[src/time_sync_pkg.sv]
// Constants shared by the time sync command block and its clock keeper.
// Assumes a single 20 MHz system clock and a 32-bit AXI4-Lite bus.
package time_sync_pkg;
    // Bus geometry and register map
    localparam int          ADDR_W         = 12;
    localparam logic [11:0] CMD_CTL_OFFSET = 12'h100;
    localparam logic [1:0]  RESP_OKAY      = 2'h0;
    localparam logic [1:0]  RESP_SLVERR    = 2'h2;

    // Command and control bit positions
    localparam int BIT_RESET    = 0;
    localparam int BIT_DISABLE  = 1;
    localparam int BIT_ENABLE   = 2;
    localparam int BIT_READ     = 3;
    localparam int BIT_LOAD     = 4;
    localparam int BIT_STEP_SEC = 5;
    localparam int BIT_STEP_NS  = 6;
    localparam int BIT_TEMP     = 7;
    localparam int BIT_CAPTURE  = 8;
    localparam int SEL_LSB      = 9;
    localparam int SEL_MSB      = 12;
    localparam int BIT_TARGET   = 13;
    localparam int CMD_W        = 14;

    // Bits that act as write-one strobes
    localparam logic [13:0] STROBE_MASK = 14'h21FF;
    localparam logic [3:0]  SEL_RESET   = 4'h0;
    localparam logic        PEND_RESET  = 1'b0;

    // Field widths
    localparam int NUM_UNITS = 3;
    localparam int NUM_SETS  = 16;
    localparam int NS_W      = 30;
    localparam int SUBNS_W   = 8;
    localparam int TEMP_W    = 8;

    // Timing: clock rate and nanoseconds added per cycle
    localparam int          CLK_FREQ_HZ    = 20_000_000;
    localparam int          NS_PER_SEC_INT = 1_000_000_000;
    localparam logic [31:0] NS_PER_SEC     = 32'h3B9A_CA00;
    localparam logic [31:0] NS_PER_CYCLE   =
        32'(NS_PER_SEC_INT / CLK_FREQ_HZ);
endpackage

[src/time_keeper.sv]
// Running protocol clock: seconds and nanoseconds; sub-nanoseconds only loaded or cleared.
// Assumes one-cycle command strobes from the command block.
`timescale 1ns/1ps
`default_nettype none
module time_keeper (
    input  wire logic        aclk,
    input  wire logic        aresetn,
    input  wire logic        ce,
    input  wire logic        run,
    input  wire logic        clear,
    input  wire logic        load,
    input  wire logic        step_ns,
    input  wire logic        step_sec,
    input  wire logic        step_dir,
    input  wire logic        temp_start,
    input  wire logic [29:0] step_value,
    input  wire logic [31:0] load_sec,
    input  wire logic [29:0] load_ns,
    input  wire logic [7:0]  load_subns,
    input  wire logic [7:0]  temp_rate,
    input  wire logic [31:0] temp_duration,
    output logic      [31:0] now_sec,
    output logic      [29:0] now_ns,
    output logic      [7:0]  now_subns,
    output logic             temp_active
);
    logic [31:0] temp_left;   // Cycles of temporary rate still due
    logic [31:0] ns_sum;      // Nanoseconds before wrap
    logic [31:0] sec_base;    // Seconds after any step
    logic [31:0] next_sec;
    logic [29:0] next_ns;

    // Sum this cycle's increment, steps and the wrap into seconds
    always_comb begin
        ns_sum = {2'b00, now_ns};
        if (run) begin
            ns_sum = ns_sum + time_sync_pkg::NS_PER_CYCLE;
            if (temp_left != 32'h0000_0000) begin
                ns_sum = ns_sum + {24'h00_0000, temp_rate};
            end
        end
        if (step_ns) begin
            ns_sum = ns_sum + {2'b00, step_value};
        end
        sec_base = now_sec;
        if (step_sec) begin
            // Direction one subtracts, zero adds
            sec_base = step_dir ? now_sec - {2'b00, step_value}
                                : now_sec + {2'b00, step_value};
        end
        if (ns_sum >= time_sync_pkg::NS_PER_SEC) begin
            next_ns  = 30'(ns_sum - time_sync_pkg::NS_PER_SEC);
            next_sec = sec_base + 32'h0000_0001;
        end else begin
            next_ns  = ns_sum[29:0];
            next_sec = sec_base;
        end
    end

    // Clock state: clear beats load, load beats stepping
    always_ff @(posedge aclk) begin
        if (!aresetn || (ce && clear)) begin
            now_sec   <= 32'h0000_0000;
            now_ns    <= 30'h0000_0000;
            now_subns <= 8'h00;
        end else if (ce) begin
            if (load) begin
                now_sec   <= load_sec;
                now_ns    <= load_ns;
                now_subns <= load_subns;
            end else begin
                now_sec <= next_sec;
                now_ns  <= next_ns;
            end
        end
    end

    // Temporary rate duration counter
    always_ff @(posedge aclk) begin
        if (!aresetn || (ce && clear)) begin
            temp_left   <= 32'h0000_0000;
            temp_active <= 1'b0;
        end else if (ce) begin
            if (temp_start) begin
                temp_left   <= temp_duration;
                temp_active <= temp_duration != 32'h0000_0000;
            end else if (run && temp_left != 32'h0000_0000) begin
                temp_left   <= temp_left - 32'h0000_0001;
                temp_active <= temp_left != 32'h0000_0001;
            end
        end
    end
endmodule
`default_nettype wire

[src/time_sync_clock_command.sv]
// Command and control register of the time sync unit, AXI4-Lite slave.
// Assumes companion registers outside supply step, load, rate and
// target values, and that frame logic reports frames in flight.
`timescale 1ns/1ps
`default_nettype none
module time_sync_clock_command (
    input  wire logic        aclk,
    input  wire logic        aresetn,
    input  wire logic        ce,
    input  wire logic        enable_strap,
    // AXI4-Lite slave
    input  wire logic [11:0] awaddr,
    input  wire logic        awvalid,
    output logic             awready,
    input  wire logic [31:0] wdata,
    input  wire logic [3:0]  wstrb,
    input  wire logic        wvalid,
    output logic             wready,
    output logic      [1:0]  bresp,
    output logic             bvalid,
    input  wire logic        bready,
    input  wire logic [11:0] araddr,
    input  wire logic        arvalid,
    output logic             arready,
    output logic      [31:0] rdata,
    output logic      [1:0]  rresp,
    output logic             rvalid,
    input  wire logic        rready,
    // Companion register values
    input  wire logic [29:0] step_adjust_value,
    input  wire logic        step_adjust_direction,
    input  wire logic [31:0] load_seconds,
    input  wire logic [29:0] load_nanosec,
    input  wire logic [7:0]  load_subnanosec,
    input  wire logic [7:0]  temp_rate_value_reg,
    input  wire logic [31:0] temp_rate_duration,
    input  wire logic [31:0] target_a_seconds_live,
    input  wire logic [29:0] target_a_nanosec_live,
    input  wire logic [31:0] target_b_seconds_live,
    input  wire logic [29:0] target_b_nanosec_live,
    input  wire logic [2:0]  stamp_unit_enable,
    input  wire logic        frames_busy,
    // Snapshot and capture results
    output logic      [31:0] clock_seconds_reg,
    output logic      [29:0] clock_nanosec_reg,
    output logic      [7:0]  clock_subnanosec_reg,
    output logic      [31:0] target_a_seconds_reg,
    output logic      [29:0] target_a_nanosec_reg,
    output logic      [31:0] target_b_seconds_reg,
    output logic      [29:0] target_b_nanosec_reg,
    output logic             cap_write,
    output logic      [3:0]  cap_select,
    output logic      [31:0] cap_seconds,
    output logic      [29:0] cap_nanosec,
    output logic      [15:0] cap_status_set,
    // Unit control
    output logic      [2:0]  port_stamp_enable,
    output logic             accept_frames,
    output logic             temp_rate_active,
    output logic             unit_reset_out,
    output logic             unit_enabled
);
    logic [11:0] aw_addr;      // Held write address
    logic [31:0] w_data;       // Held write data
    logic [3:0]  w_strb;       // Held byte enables
    logic        wr_go;        // Both halves held, response free
    logic        wr_hit;       // Write lands on the command register
    logic [13:0] wr_mask;      // Bits covered by byte enables
    logic [13:0] cmd;          // One-cycle command strobes
    logic [3:0]  capture_sel;  // Manual capture selector field
    logic        enable;       // Global unit enable
    logic        pending;      // Graceful disable waiting for frames
    logic        next_enable;
    logic        next_pending;
    logic [31:0] now_sec;
    logic [29:0] now_ns;
    logic [7:0]  now_subns;

    // Write fires once address and data are both held
    assign wr_go   = !awready && !wready && !bvalid;
    assign wr_hit  = aw_addr == time_sync_pkg::CMD_CTL_OFFSET;
    assign wr_mask = {{6{w_strb[1]}}, {8{w_strb[0]}}};

    // Write address channel
    always_ff @(posedge aclk) begin
        if (!aresetn) begin
            awready <= 1'b1;
            aw_addr <= 12'h000;
        end else if (ce) begin
            if (awready && awvalid) begin
                awready <= 1'b0;
                aw_addr <= awaddr;
            end else if (wr_go) begin
                awready <= 1'b1;
            end
        end
    end

    // Write data channel
    always_ff @(posedge aclk) begin
        if (!aresetn) begin
            wready <= 1'b1;
            w_data <= 32'h0000_0000;
            w_strb <= 4'h0;
        end else if (ce) begin
            if (wready && wvalid) begin
                wready <= 1'b0;
                w_data <= wdata;
                w_strb <= wstrb;
            end else if (wr_go) begin
                wready <= 1'b1;
            end
        end
    end

    // Write response; unmapped addresses answer SLVERR
    always_ff @(posedge aclk) begin
        if (!aresetn) begin
            bvalid <= 1'b0;
            bresp  <= time_sync_pkg::RESP_OKAY;
        end else if (ce) begin
            if (wr_go) begin
                bvalid <= 1'b1;
                bresp  <= wr_hit ? time_sync_pkg::RESP_OKAY
                                 : time_sync_pkg::RESP_SLVERR;
            end else if (bvalid && bready) begin
                bvalid <= 1'b0;
            end
        end
    end

    // Command strobes last exactly one cycle; zeros never fire
    always_ff @(posedge aclk) begin
        if (!aresetn) begin
            cmd <= 14'h0000;
        end else if (ce) begin
            if (wr_go && wr_hit) begin
                cmd <= w_data[13:0] & wr_mask
                     & time_sync_pkg::STROBE_MASK;
            end else begin
                cmd <= 14'h0000;
            end
        end
    end

    // Manual capture selector field, kept across unit reset
    always_ff @(posedge aclk) begin
        if (!aresetn) begin
            capture_sel <= time_sync_pkg::SEL_RESET;
        end else if (ce && wr_go && wr_hit && w_strb[1]) begin
            capture_sel <= w_data[12:9];
        end
    end

    // Enable and graceful disable; setting beats disabling, unit reset beats both
    always_comb begin
        next_enable  = enable;
        next_pending = pending;
        if (cmd[time_sync_pkg::BIT_RESET]) begin
            next_enable  = 1'b0;
            next_pending = 1'b0;
        end else begin
            if (cmd[time_sync_pkg::BIT_DISABLE]) begin
                next_pending = 1'b1;
            end
            if (pending && !frames_busy) begin
                next_enable  = 1'b0;
                next_pending = 1'b0;
            end
            if (cmd[time_sync_pkg::BIT_ENABLE]) begin
                next_enable  = 1'b1;
                next_pending = 1'b0;
            end
        end
    end

    // Enable state; sync reset catches the strap level
    always_ff @(posedge aclk) begin
        if (!aresetn) begin
            enable        <= enable_strap;
            pending       <= time_sync_pkg::PEND_RESET;
            accept_frames <= 1'b0;
            unit_enabled  <= 1'b0;
        end else if (ce) begin
            enable        <= next_enable;
            pending       <= next_pending;
            accept_frames <= next_enable && !next_pending;
            unit_enabled  <= next_enable;
        end
    end

    // Unit reset pulse to the rest of the unit
    always_ff @(posedge aclk) begin
        if (!aresetn) begin
            unit_reset_out <= 1'b0;
        end else if (ce) begin
            unit_reset_out <= cmd[time_sync_pkg::BIT_RESET];
        end
    end

    // Per-port stamping needs both enables
    generate
        for (genvar u = 0; u < time_sync_pkg::NUM_UNITS; u++) begin : g_unit
            always_ff @(posedge aclk) begin
                if (!aresetn) begin
                    port_stamp_enable[u] <= 1'b0;
                end else if (ce) begin
                    port_stamp_enable[u] <= next_enable
                        && stamp_unit_enable[u];
                end
            end
        end
    endgenerate

    // Running protocol clock
    time_keeper u_keeper (
        .aclk          (aclk),
        .aresetn       (aresetn),
        .ce            (ce),
        .run           (enable),
        .clear         (cmd[time_sync_pkg::BIT_RESET]),
        .load          (cmd[time_sync_pkg::BIT_LOAD]),
        .step_ns       (cmd[time_sync_pkg::BIT_STEP_NS]),
        .step_sec      (cmd[time_sync_pkg::BIT_STEP_SEC]),
        .step_dir      (step_adjust_direction),
        .temp_start    (cmd[time_sync_pkg::BIT_TEMP]),
        .step_value    (step_adjust_value),
        .load_sec      (load_seconds),
        .load_ns       (load_nanosec),
        .load_subns    (load_subnanosec),
        .temp_rate     (temp_rate_value_reg),
        .temp_duration (temp_rate_duration),
        .now_sec       (now_sec),
        .now_ns        (now_ns),
        .now_subns     (now_subns),
        .temp_active   (temp_rate_active)
    );

    // Clock and target snapshots
    always_ff @(posedge aclk) begin
        if (!aresetn || (ce && cmd[time_sync_pkg::BIT_RESET])) begin
            clock_seconds_reg    <= 32'h0000_0000;
            clock_nanosec_reg    <= 30'h0000_0000;
            clock_subnanosec_reg <= 8'h00;
            target_a_seconds_reg <= 32'h0000_0000;
            target_a_nanosec_reg <= 30'h0000_0000;
            target_b_seconds_reg <= 32'h0000_0000;
            target_b_nanosec_reg <= 30'h0000_0000;
        end else if (ce) begin
            if (cmd[time_sync_pkg::BIT_READ]) begin
                clock_seconds_reg    <= now_sec;
                clock_nanosec_reg    <= now_ns;
                clock_subnanosec_reg <= now_subns;
            end
            if (cmd[time_sync_pkg::BIT_TARGET]) begin
                target_a_seconds_reg <= target_a_seconds_live;
                target_a_nanosec_reg <= target_a_nanosec_live;
                target_b_seconds_reg <= target_b_seconds_live;
                target_b_nanosec_reg <= target_b_nanosec_live;
            end
        end
    end

    // Manual capture write into the selected set and its flag
    always_ff @(posedge aclk) begin
        if (!aresetn) begin
            cap_write      <= 1'b0;
            cap_select     <= 4'h0;
            cap_seconds    <= 32'h0000_0000;
            cap_nanosec    <= 30'h0000_0000;
            cap_status_set <= 16'h0000;
        end else if (ce) begin
            cap_write      <= cmd[time_sync_pkg::BIT_CAPTURE];
            cap_status_set <= 16'h0000;
            if (cmd[time_sync_pkg::BIT_CAPTURE]) begin
                cap_select     <= capture_sel;
                cap_seconds    <= now_sec;
                cap_nanosec    <= now_ns;
                cap_status_set <= 16'h0001 << capture_sel;
            end
        end
    end

    // Read channel; only selector and enable read nonzero
    always_ff @(posedge aclk) begin
        if (!aresetn) begin
            arready <= 1'b1;
            rvalid  <= 1'b0;
            rdata   <= 32'h0000_0000;
            rresp   <= time_sync_pkg::RESP_OKAY;
        end else if (ce) begin
            if (arready && arvalid) begin
                arready <= 1'b0;
                rvalid  <= 1'b1;
                if (araddr == time_sync_pkg::CMD_CTL_OFFSET) begin
                    rdata <= {19'h0_0000, capture_sel,
                              6'h00, enable, 2'b00};
                    rresp <= time_sync_pkg::RESP_OKAY;
                end else begin
                    rdata <= 32'h0000_0000;
                    rresp <= time_sync_pkg::RESP_SLVERR;
                end
            end else if (rvalid && rready) begin
                rvalid  <= 1'b0;
                arready <= 1'b1;
            end
        end
    end
endmodule
`default_nettype wire

[config.mk]
export PLATFORM = sky130hd
export DESIGN_NAME = time_sync_clock_command
export DESIGN_NICKNAME = d
export VERILOG_FILES = /design/src/time_sync_pkg.sv /design/src/time_keeper.sv /design/src/time_sync_clock_command.sv
export SDC_FILE = /design/constraint.sdc
export NUM_CORES = 1
export LEC_CHECK = 0
export CAP_MARGIN = 20
export CORE_AREA = 2 2 260 262
export DETAILED_ROUTE_END_ITERATION = 12
export DIE_AREA = 0 0 262 264
export DONT_BUFFER_PORTS = 1
export GPL_ROUTABILITY_DRIVEN = 0
export PLACE_DENSITY = 0.63
export REMOVE_ABC_BUFFERS = 1
export SYNTH_ARGS = -nofsm -noshare
export SYNTH_HDL_FRONTEND = slang
export SYNTH_SLANG_ARGS = --single-unit
[constraint.sdc]
create_clock -name aclk -period 7.7 [get_ports aclk]
set_clock_uncertainty 0.1 [all_clocks]
set_input_delay 1.54 -clock aclk [delete_from_list [all_inputs] [get_ports aclk]]
set_output_delay 1.54 -clock aclk [all_outputs]
set_load 0.03 [all_outputs]
Yosys cells after proc, flatten, opt, wreduce, memory -nomap -nowiden
Cells that the tools add are included.
- add/subtract/negate cells: 8
- magnitude comparators: 1
- reductions and logical operators: 45
- eq/ne operators: 4
- shift-type cells: 1
- multiplexer cells: 36
- bitwise operators: 1
- operators with widths (operator ; number):
    $mux 32 ; 9
    $add 32x30->32 ; 2
    $reduce_bool 32->1 ; 2
    $mux 30 ; 2
    $add 32x1->32 const B ; 1
    $add 32x8->32 ; 1
    $ge 32x30->1 const B ; 1
    $ne 32x1->1 const B ; 1
    $sub 32x1->32 const B ; 1
    $sub 32x30->32 ; 1
    $add 30x6->31 const B ; 1
    $sub 30x30->30 const B ; 1
    $reduce_and 2->1 ; 13
    $eq 12x9->1 const B ; 2
    $mux 1 ; 20
    $logic_and 1x1->1 ; 18
    $mux 16 ; 1
    $shl 1x4->16 const A ; 1
    $and 14x14->14 ; 1
    $mux 14 ; 1
    $mux 13 ; 1
    $reduce_bool 2->1 ; 5
    $logic_not 1->1 ; 6
    $mux 2 ; 2
    2 further kinds ; 2
- bits in registers: 475
- input bits: 338

Logic depth before layout (Yosys ltp)
Gate-level depths: netlist of the first run.
- depth after elaboration: 9
- gate-level depth with buffers: 33

By module
A second synthesis of the first run with hierarchy kept.
- cells, all modules: 3332
- area total of the unflattened synthesis: 25488.2 sq um
- modules (own cells, without submodules) (module ; times used ; sequential area each (sq um) ; cells an instance ; area an instance (sq um)):
    time_keeper ; 1 ; 2062.0 ; 1857 ; 13317.8
    time_sync_clock_command ; 1 ; 6796.5 ; 1475 ; 12170.4

Worst setup path before layout of the first run
No wires, ideal clock.
- path kind: input to register
- from: input temp_rate_value_reg[0]
- to: register u_keeper.now_ns[26]
- path buffers: 3
- cell stages on the path: 25
- arrival: 6.825 ns
- setup time: 0.073 ns
- required time: 7.527 ns
- path slack: 0.701 ns
- path through: ha_1 -> inv_1 -> fa_1 -> nor2b_1 -> o31ai_1 -> a21oi_1 -> nand3_4 -> nor4_1 -> o21ai_0 -> xnor2_1 -> ha_1 -> clkbuf_1 -> a21o_1 -> a221o_1 -> a21oi_1 -> o31ai_1 -> a31oi_1 -> mux2_2 -> a211o_1 -> a21oi_1 -> buf_2 -> buf_1 -> nor3_1 -> o311a_1 -> nor3_2
- cells in the longest elaborated chain, start to end: 8
- elaborated cells on any way between the ends: 9
- those cells by class: add/sub: 3; order compare: 1; mux: 5
- ends and longest elaborated chain (element ; line ; text):
    start: declaration ; time_sync_clock_command.sv:35 ; input wire logic [7:0] temp_rate_value_reg,
    $add 32x8->32 (*) ; time_keeper.sv:39 ; ns_sum = ns_sum + {24'h00_0000, temp_rate};
    $mux 32 (*) ; time_keeper.sv:38 ; if (temp_left != 32'h0000_0000) begin
    $mux 32 (*) ; time_keeper.sv:36 ; if (run) begin
    $add 32x30->32 ; time_keeper.sv:43 ; ns_sum = ns_sum + {2'b00, step_value};
    $mux 32 (*) ; time_keeper.sv:42 ; if (step_ns) begin
    $sub 30x30->30 / $ge 32x30->1 (equally long branches) ; time_keeper.sv:52, time_keeper.sv:51 ;
    $mux 30 (*) ; time_keeper.sv:51 ; if (ns_sum >= time_sync_pkg::NS_PER_SEC) begin
    $mux 30 (*) ; time_keeper.sv:67 ; if (load) begin
    end signal: assignment ; time_keeper.sv:69 ; now_ns <= load_ns;
    end signal: assignment ; time_keeper.sv:73 ; now_ns <= next_ns;
    end: declaration ; time_keeper.sv:23 ; output logic [29:0] now_ns,
Mark *: on every way between the ends. The rest lies on a longest branch, timed or not.
A chain may end at the register's enable or synchronous reset.

Worst setup path in the final report of the first run
- from: register u_keeper.now_ns[1]
- to: register u_keeper.now_sec[25]
- cells in the longest elaborated chain, start to end: 9
- ends and longest elaborated chain (element ; line ; text):
    $add 30x6->31 ; time_keeper.sv:37 ; ns_sum = ns_sum + time_sync_pkg::NS_PER_CYCLE;
    $add 32x8->32 ; time_keeper.sv:39 ;
    $mux 32 ; time_keeper.sv:38 ;
    $mux 32 (*) ; time_keeper.sv:36 ;
    $add 32x30->32 ; time_keeper.sv:43 ;
    $mux 32 (*) ; time_keeper.sv:42 ;
    $ge 32x30->1 (*) ; time_keeper.sv:51 ;
    $mux 32 (*) ; time_keeper.sv:51 ;
    $mux 32 (*) ; time_keeper.sv:67 ;
    end signal: assignment ; time_keeper.sv:68 ; now_sec <= load_sec;
    end signal: assignment ; time_keeper.sv:72 ; now_sec <= next_sec;
    end: declaration ; time_keeper.sv:22 ; output logic [31:0] now_sec,
Marks and branches as above.

==> results.cfg, run 1 <==
[yosys]
synthMuxAreaShare_pct = 2.03
synth_top_family_by_area = compound AO/OA/AOI/OAI gates
netlist_instances = 3378
synth-seq-cells = 442
ys_top_cells_by_count = nand2_1 (763), a21oi_1 (473), dfxtp_1 (441)
yosysMostFrequentCell = nand2_1
synth_top_area_share_pct = 34.9
synthSimpleGateAreaFrac_pct = 24.3
yosysTopAreaCell = dfxtp_1
synth_edf_count = 1
synthArstFlopShare_pct = 0
syn-cell-area_um2 = 25300
synth_compound_area_share_pct = 24.7
yosys_warnings = 0
synthTopCellsByArea = dfxtp_1 (35%), nand2_1 (11%), a21oi_1 (9.3%)
synthAdderAreaFrac_pct = 4.09
synth.avg_cell_area_um2 = 7.50
synth_flop_cell = dfxtp_1
synthDistinctLibCells = 97
seq_area_frac_synth_pct = 35.0
synth_xor_area_share_pct = 4.43

[sta]
fin_crit_ns = 7.27
hold_viol = 0
whs_ns = 0.349
grt_setup_unrepaired = false
setup_viol = 0
post-route-period-util_pct = 94.4
drv_slew = 0
clock.fmax_ghz = 0.138
fin_setup_tns_ns = 0
tightestPinTransition_ns = 1.09
relSlewSlack_pct = 27.4

[setup_path]
critical_path_class = reg2reg
cp-start-kind = flop
cp_max_fo = 8
critPathArrivalTime_ns = 7.61
reg2regPathDepth = 27
setup.worst_path.end_class = flop
cp.required_ns = 8.04

[layout]
finalNonFillerCells = 4195
drive_above_1_share_pct = 7.57
fin_util_pct = 41.9
nNetsFinal = 3693
area_growth_pct = 10.1

[floorplan]
rows = 95
die_width_um = 262
core_area_um2 = 66600
die_area_um2 = 69200
start_util_pct = 38.0
ios = 663
die_h_um = 264

[detailed_routing]
wl_per_cell_um = 21.3
drc = 0
dr.pass1.iters = 7
finalWirelength_um = 89500
drt_iter0_markers = 2330
num_vias = 24565
ant_nets = 0
viasPerCell = 5.86

[pwr]
p_per_area_nw_per_um2 = 240
peakVddDrop_mv = 0.189
finalPower_w = 0.00668
power.leakage_nw = 9.65

[hold_path]
min_path_cells = 2
holdCritPathClass = reg2reg

[grt]
grt_max_degree = 128
antenna_found_initial = 13
grt_usage_pct = 24.4
grt_pass1_vias = 21892
grt_pass1_wl_um = 132000
grt.overflow.total = 0

[clocking]
clock_path_buffers = 3
clock_latency_ns = 0.60
cts-root-buf = clkbuf_16
clk_pin_slew_ns = 0.06
cts_sinks = 442
tritoncts.num_buffers = 49
htreeDepth = 2
cts_tree = built

[run]
maxCapViolCount = 0

[run_status]
status = completed

[place]
dpl.hpwl_um = 65900
portBuffers = 0
place_inst = 4094
-- where the power goes --
| group | switching [W] | total (W) | internal (W) |
|---|---|---|---|
| registers | 0.000144 | 0.00252 | 0.00237 |
| clock network | 0.00102 | 0.00252 | 0.00150 |
| logic | 0.000990 | 0.00164 | 0.000652 |
-- layout by cell type, fill, tap and decap left out, types with 14 or more instances in the layout --
master | Yosys | routed
or4_1 | 21 | 21
or3_1 | 32 | 32
o31ai_1 | 22 | 22
or2_2 | 15 | 15
xor2_1 | 41 | 41
and3_1 | 27 | 26
nor2b_1 | 25 | 24
nor3_1 | 64 | 64
mux2i_1 | 34 | 34
nor2_1 | 178 | 176
mux2_2 | 14 | 14
o21a_1 | 18 | 18
o21ai_0 | 120 | 119
clkbuf_16 | 0 | 50
a222oi_1 | 14 | 14
a21o_1 | 37 | 37
dfxtp_1 | 441 | 439
a31oi_1 | 28 | 28
o221ai_1 | 36 | 36
buf_4 | 30 | 87
inv_1 | 54 | 54
a211oi_1 | 49 | 49
o211ai_1 | 25 | 25
nand3_1 | 60 | 60
nand2b_1 | 20 | 20
and2_1 | 25 | 22
nand4_1 | 31 | 31
nand2_1 | 763 | 759
xnor2_1 | 87 | 87
conb_1 | 1 | 29
nor4_1 | 37 | 36
a21oi_1 | 473 | 471
ha_1 | 78 | 77
-- worst paths after layout --
check	startpoint	end	slack [ns]
min	u_keeper.now_subns[7]$_SDFFE_PP0P_	clock_subnanosec_reg[7]$_SDFFE_PP0P_	0.35
max	u_keeper.now_ns[1]$_SDFFE_PP0P_	u_keeper.now_sec[25]$_SDFFE_PP0P_	0.43
max reg2reg	u_keeper.now_ns[1]$_SDFFE_PP0P_	u_keeper.now_sec[25]$_SDFFE_PP0P_	0.43
min reg2reg	u_keeper.now_subns[7]$_SDFFE_PP0P_	clock_subnanosec_reg[7]$_SDFFE_PP0P_	0.35
-- final cells by class --
cell class,instances,area (um^2)
well taps,873,1090
fillers,6821,38700
multi-input cells,2635,15300
flip-flops and latches,442,8860
inverters,57,216
clock inverters,21,305
clock buffers,71,1430
diodes,7,17.5
repair buffers,89,693
-- worst max-delay path, stage by stage, from the launching register on --
cell and delay [ns]:
dfxtp_1 0.45, ha_2 0.30, a211o_1 0.16, nand2_1 0.07, xnor2_1 0.19, ha_1 0.36, nand3_1 0.09, nor4_1 0.29
a211oi_1 0.18, or4_1 0.59, xnor2_1 0.16, o21ai_0 0.25, ha_1 0.30, a21o_1 0.19, a21o_1 0.20, a221o_1 0.35
or3_1 0.42, o2111a_1 0.28, o32a_1 0.39, nand4_1 0.12, mux2i_1 0.33, buf_4 0.18, a21oi_2 0.05, buf_4 0.19
or2_2 0.39, a211oi_1 0.29, xnor2_1 0.15, a21oi_1 0.08
-- cell families after synthesis --
| group | after synthesis |
|---|---|
| fa+ha+maj | 81 |
| flops | 442 |
| buf+inv | 329 |
| xor+xnor | 128 |
| compound gates | 992 |
| mux | 49 |
| other cells | 1 |
| simple gates | 1356 |
-- per-stage QoR --
| stage | cell area (um^2) | setup WS, ns |
|---|---|---|
| 2_1_floorplan | 24300 | -0.548 |
| 4_1_cts | 27900 | 0.306 |
| 3_3_place_gp | 26100 | 0.0748 |
| 3_5_place_dp | 26100 | 0.0376 |
| 6_report | 27900 | 0.431 |
| 5_1_grt | 27900 | 0.128 |
-- routing by layer --
layer,global-route usage [%],part of all wire (%)
met1,32.5,43
met2,37.7,45
met3,7.51,10
met4,6.98,2.6
met5,0,0.10
-- what timing repair did --
item                       4_1_cts  5_1_grt
setup endpoints to repair        0       12
resized for setup                0        3
buffers inserted                 0        1
hold buffers                     0        0
No activity file was read; power rests on OpenSTA's default activity.
==> run 2, diff against run 1 <==
==> constraint.sdc (replaced) <==
create_clock -name aclk -period 7.7 [get_ports aclk]
set_clock_uncertainty 0.1 [all_clocks]
set_input_delay 0 -clock aclk [delete_from_list [all_inputs] [get_ports aclk]]
set_output_delay 0 -clock aclk [all_outputs]
set_load 0.03 [all_outputs]
==> results.cfg, run 2 (synthesis results as in run 1) <==
[place]
dpl.hpwl_um = 66600
portBuffers = 0
place_area_um2 = 25800

[grt]
antenna_found_initial = 17
grt.overflow.total = 0
grt_pass1_wl_um = 149000
grt_usage_pct = 27.4
grt_pass1_vias = 25580
grt_max_degree = 156

[floorplan]
core_area_um2 = 66600
rows = 95
ios = 663
die_area_um2 = 69200
die_h_um = 264
start_util_pct = 38.0
die_width_um = 262

[hold_path]
min_path_cells = 6
holdCritPathClass = in2reg
holdPathEnd = u_keeper.now_ns[4]$_SDFFE_PP0P_
min_from = step_adjust_value[4]

[setup_path]
cp-start-kind = flop
rrSetupSlack_ns = 0.48
setup.worst_path.end_class = flop
cp_top_family = compound AO/OA/AOI/OAI gates
critical_path_class = reg2reg
cp_slowest_cell = or4_1
timing.rr.end = u_keeper.now_sec[0]$_SDFFE_PP0P_
reg2regPathDepth = 26
critPathArrivalTime_ns = 7.59
crit_cells = 26
worst-path-buf-inv = 1
r2r_start = u_keeper.now_ns[1]$_SDFFE_PP0P_
cp.required_ns = 8.07
slowest_delay_ns = 0.56
cp_max_fo = 7

[detailed_routing]
ant_nets = 0
num_vias = 26915
dr.pass1.iters = 6
viasPerCell = 5.84
drt_iter0_markers = 2370
drc = 0
finalWirelength_um = 100000
wl_per_cell_um = 21.7

[layout]
stdcell_area_um2 = 32200
seq_area_um2 = 8860
layout_common_cells = nand2_1 (759), a21oi_1 (470), dlygate4sd3_1 (448)
area_growth_pct = 27.0
multiInputGateArea_um2 = 15300
nNetsFinal = 4107
mostFrequentLayoutCell = nand2_1
fill_cells = 6316
drive_above_1_share_pct = 5.95

[sta]
fin_setup_tns_ns = 0
hold_viol = 0
tightestPinTransition_ns = 1.12
post-route-period-util_pct = 93.7
clock.fmax_ghz = 0.139
drv_slew = 0
relSlewSlack_pct = 25.4
fin_crit_ns = 7.22
grt_setup_unrepaired = true
setup_viol = 0

[pwr]
finalPower_w = 0.00689
peakVddDrop_mv = 0.219
p_per_area_nw_per_um2 = 214
power.leakage_nw = 11.1

[clocking]
cts-root-buf = clkbuf_16
cts_sinks = 442
clock_latency_ns = 0.61
htreeDepth = 2
cts_tree = built
clk_pin_slew_ns = 0.07
tritoncts.num_buffers = 50
clock_path_buffers = 3

[run]
maxCapViolCount = 0

[run_status]
status = completed
-- run 2: area by class of cell --
class,count,area share [%]
Clock inverter,24,0.957
Multi-Input combinational cell,2635,47.6
Timing Repair Buffer,502,15.3
Inverter,57,0.685
Antenna cell,11,0.0856
Clock buffer,68,4.42
Sequential cell,442,27.5
Tap cell,873,3.40
-- run 2: what timing repair did --
item                                   CTS  global route
setup endpoints to repair                0            18
buffers inserted                         0             2
endpoints found under the hold margin  378             0
hold buffers                           449             0
resized for setup                        0             8
-- run 2: worst max-delay path by stage --
stage	slack (ns)	startpoint	endpoint
2_1_floorplan	-0.54	u_keeper.now_ns[3]$_SDFFE_PP0P_	u_keeper.now_sec[20]$_SDFFE_PP0P_
3_3_place_gp	0.54	u_keeper.now_ns[1]$_SDFFE_PP0P_	u_keeper.now_sec[0]$_SDFFE_PP0P_
3_5_place_dp	0.46	u_keeper.now_ns[1]$_SDFFE_PP0P_	u_keeper.now_ns[10]$_SDFFE_PP0P_
4_1_cts	0.19	u_keeper.now_ns[1]$_SDFFE_PP0P_	u_keeper.now_sec[31]$_SDFFE_PP0P_
5_1_grt	-0.04	u_keeper.now_ns[1]$_SDFFE_PP0P_	u_keeper.now_sec[1]$_SDFFE_PP0P_
6_report	0.48	u_keeper.now_ns[1]$_SDFFE_PP0P_	u_keeper.now_sec[0]$_SDFFE_PP0P_
-- run 2: layer usage --
layer,vias to the layer above,GRT usage (%),part of all wire (%),wire [um]
met5,-,0,0.093,93
met2,1191,44.3,46,45700
met1,12781,33.8,40,40400
li1,12660,-,-,-
met3,269,8.21,9.7,9660
met4,14,10.9,4.1,4060
-- run 2: through the flow --
step	worst slack, ns	instances	hold WS, ns	util (%)
after floorplan	-0.537	3134	-0.0238	-
after global placement	0.536	4058	-0.0156	38.8
after detailed placement	0.455	4058	-0.00766	38.8
after CTS	0.191	4599	0.000414	48.2
after global routing	-0.0361	4609	0.00114	48.3
final	0.482	4612	0.0165	48.3
-- run 2: worst reg2reg max path: cells and delay by family, from the launching register on --
kind	cells	cell delay [ns]
mux	1	0.44
buf+inv	1	0.26
xor+xnor	2	0.27
simple gates	8	1.82
fa+ha+maj	3	0.95
compound gates	11	2.92
flops	1	0.33
-- run 2: power by group --
part | switching (W) | internal (W) | leakage (nW)
Clock | 0.00104 | 0.00150 | 0.850
Combinational | 0.00107 | 0.000768 | 6.71
Sequential | 0.000142 | 0.00237 | 3.58
Total | 0.00225 | 0.00464 | 11.1
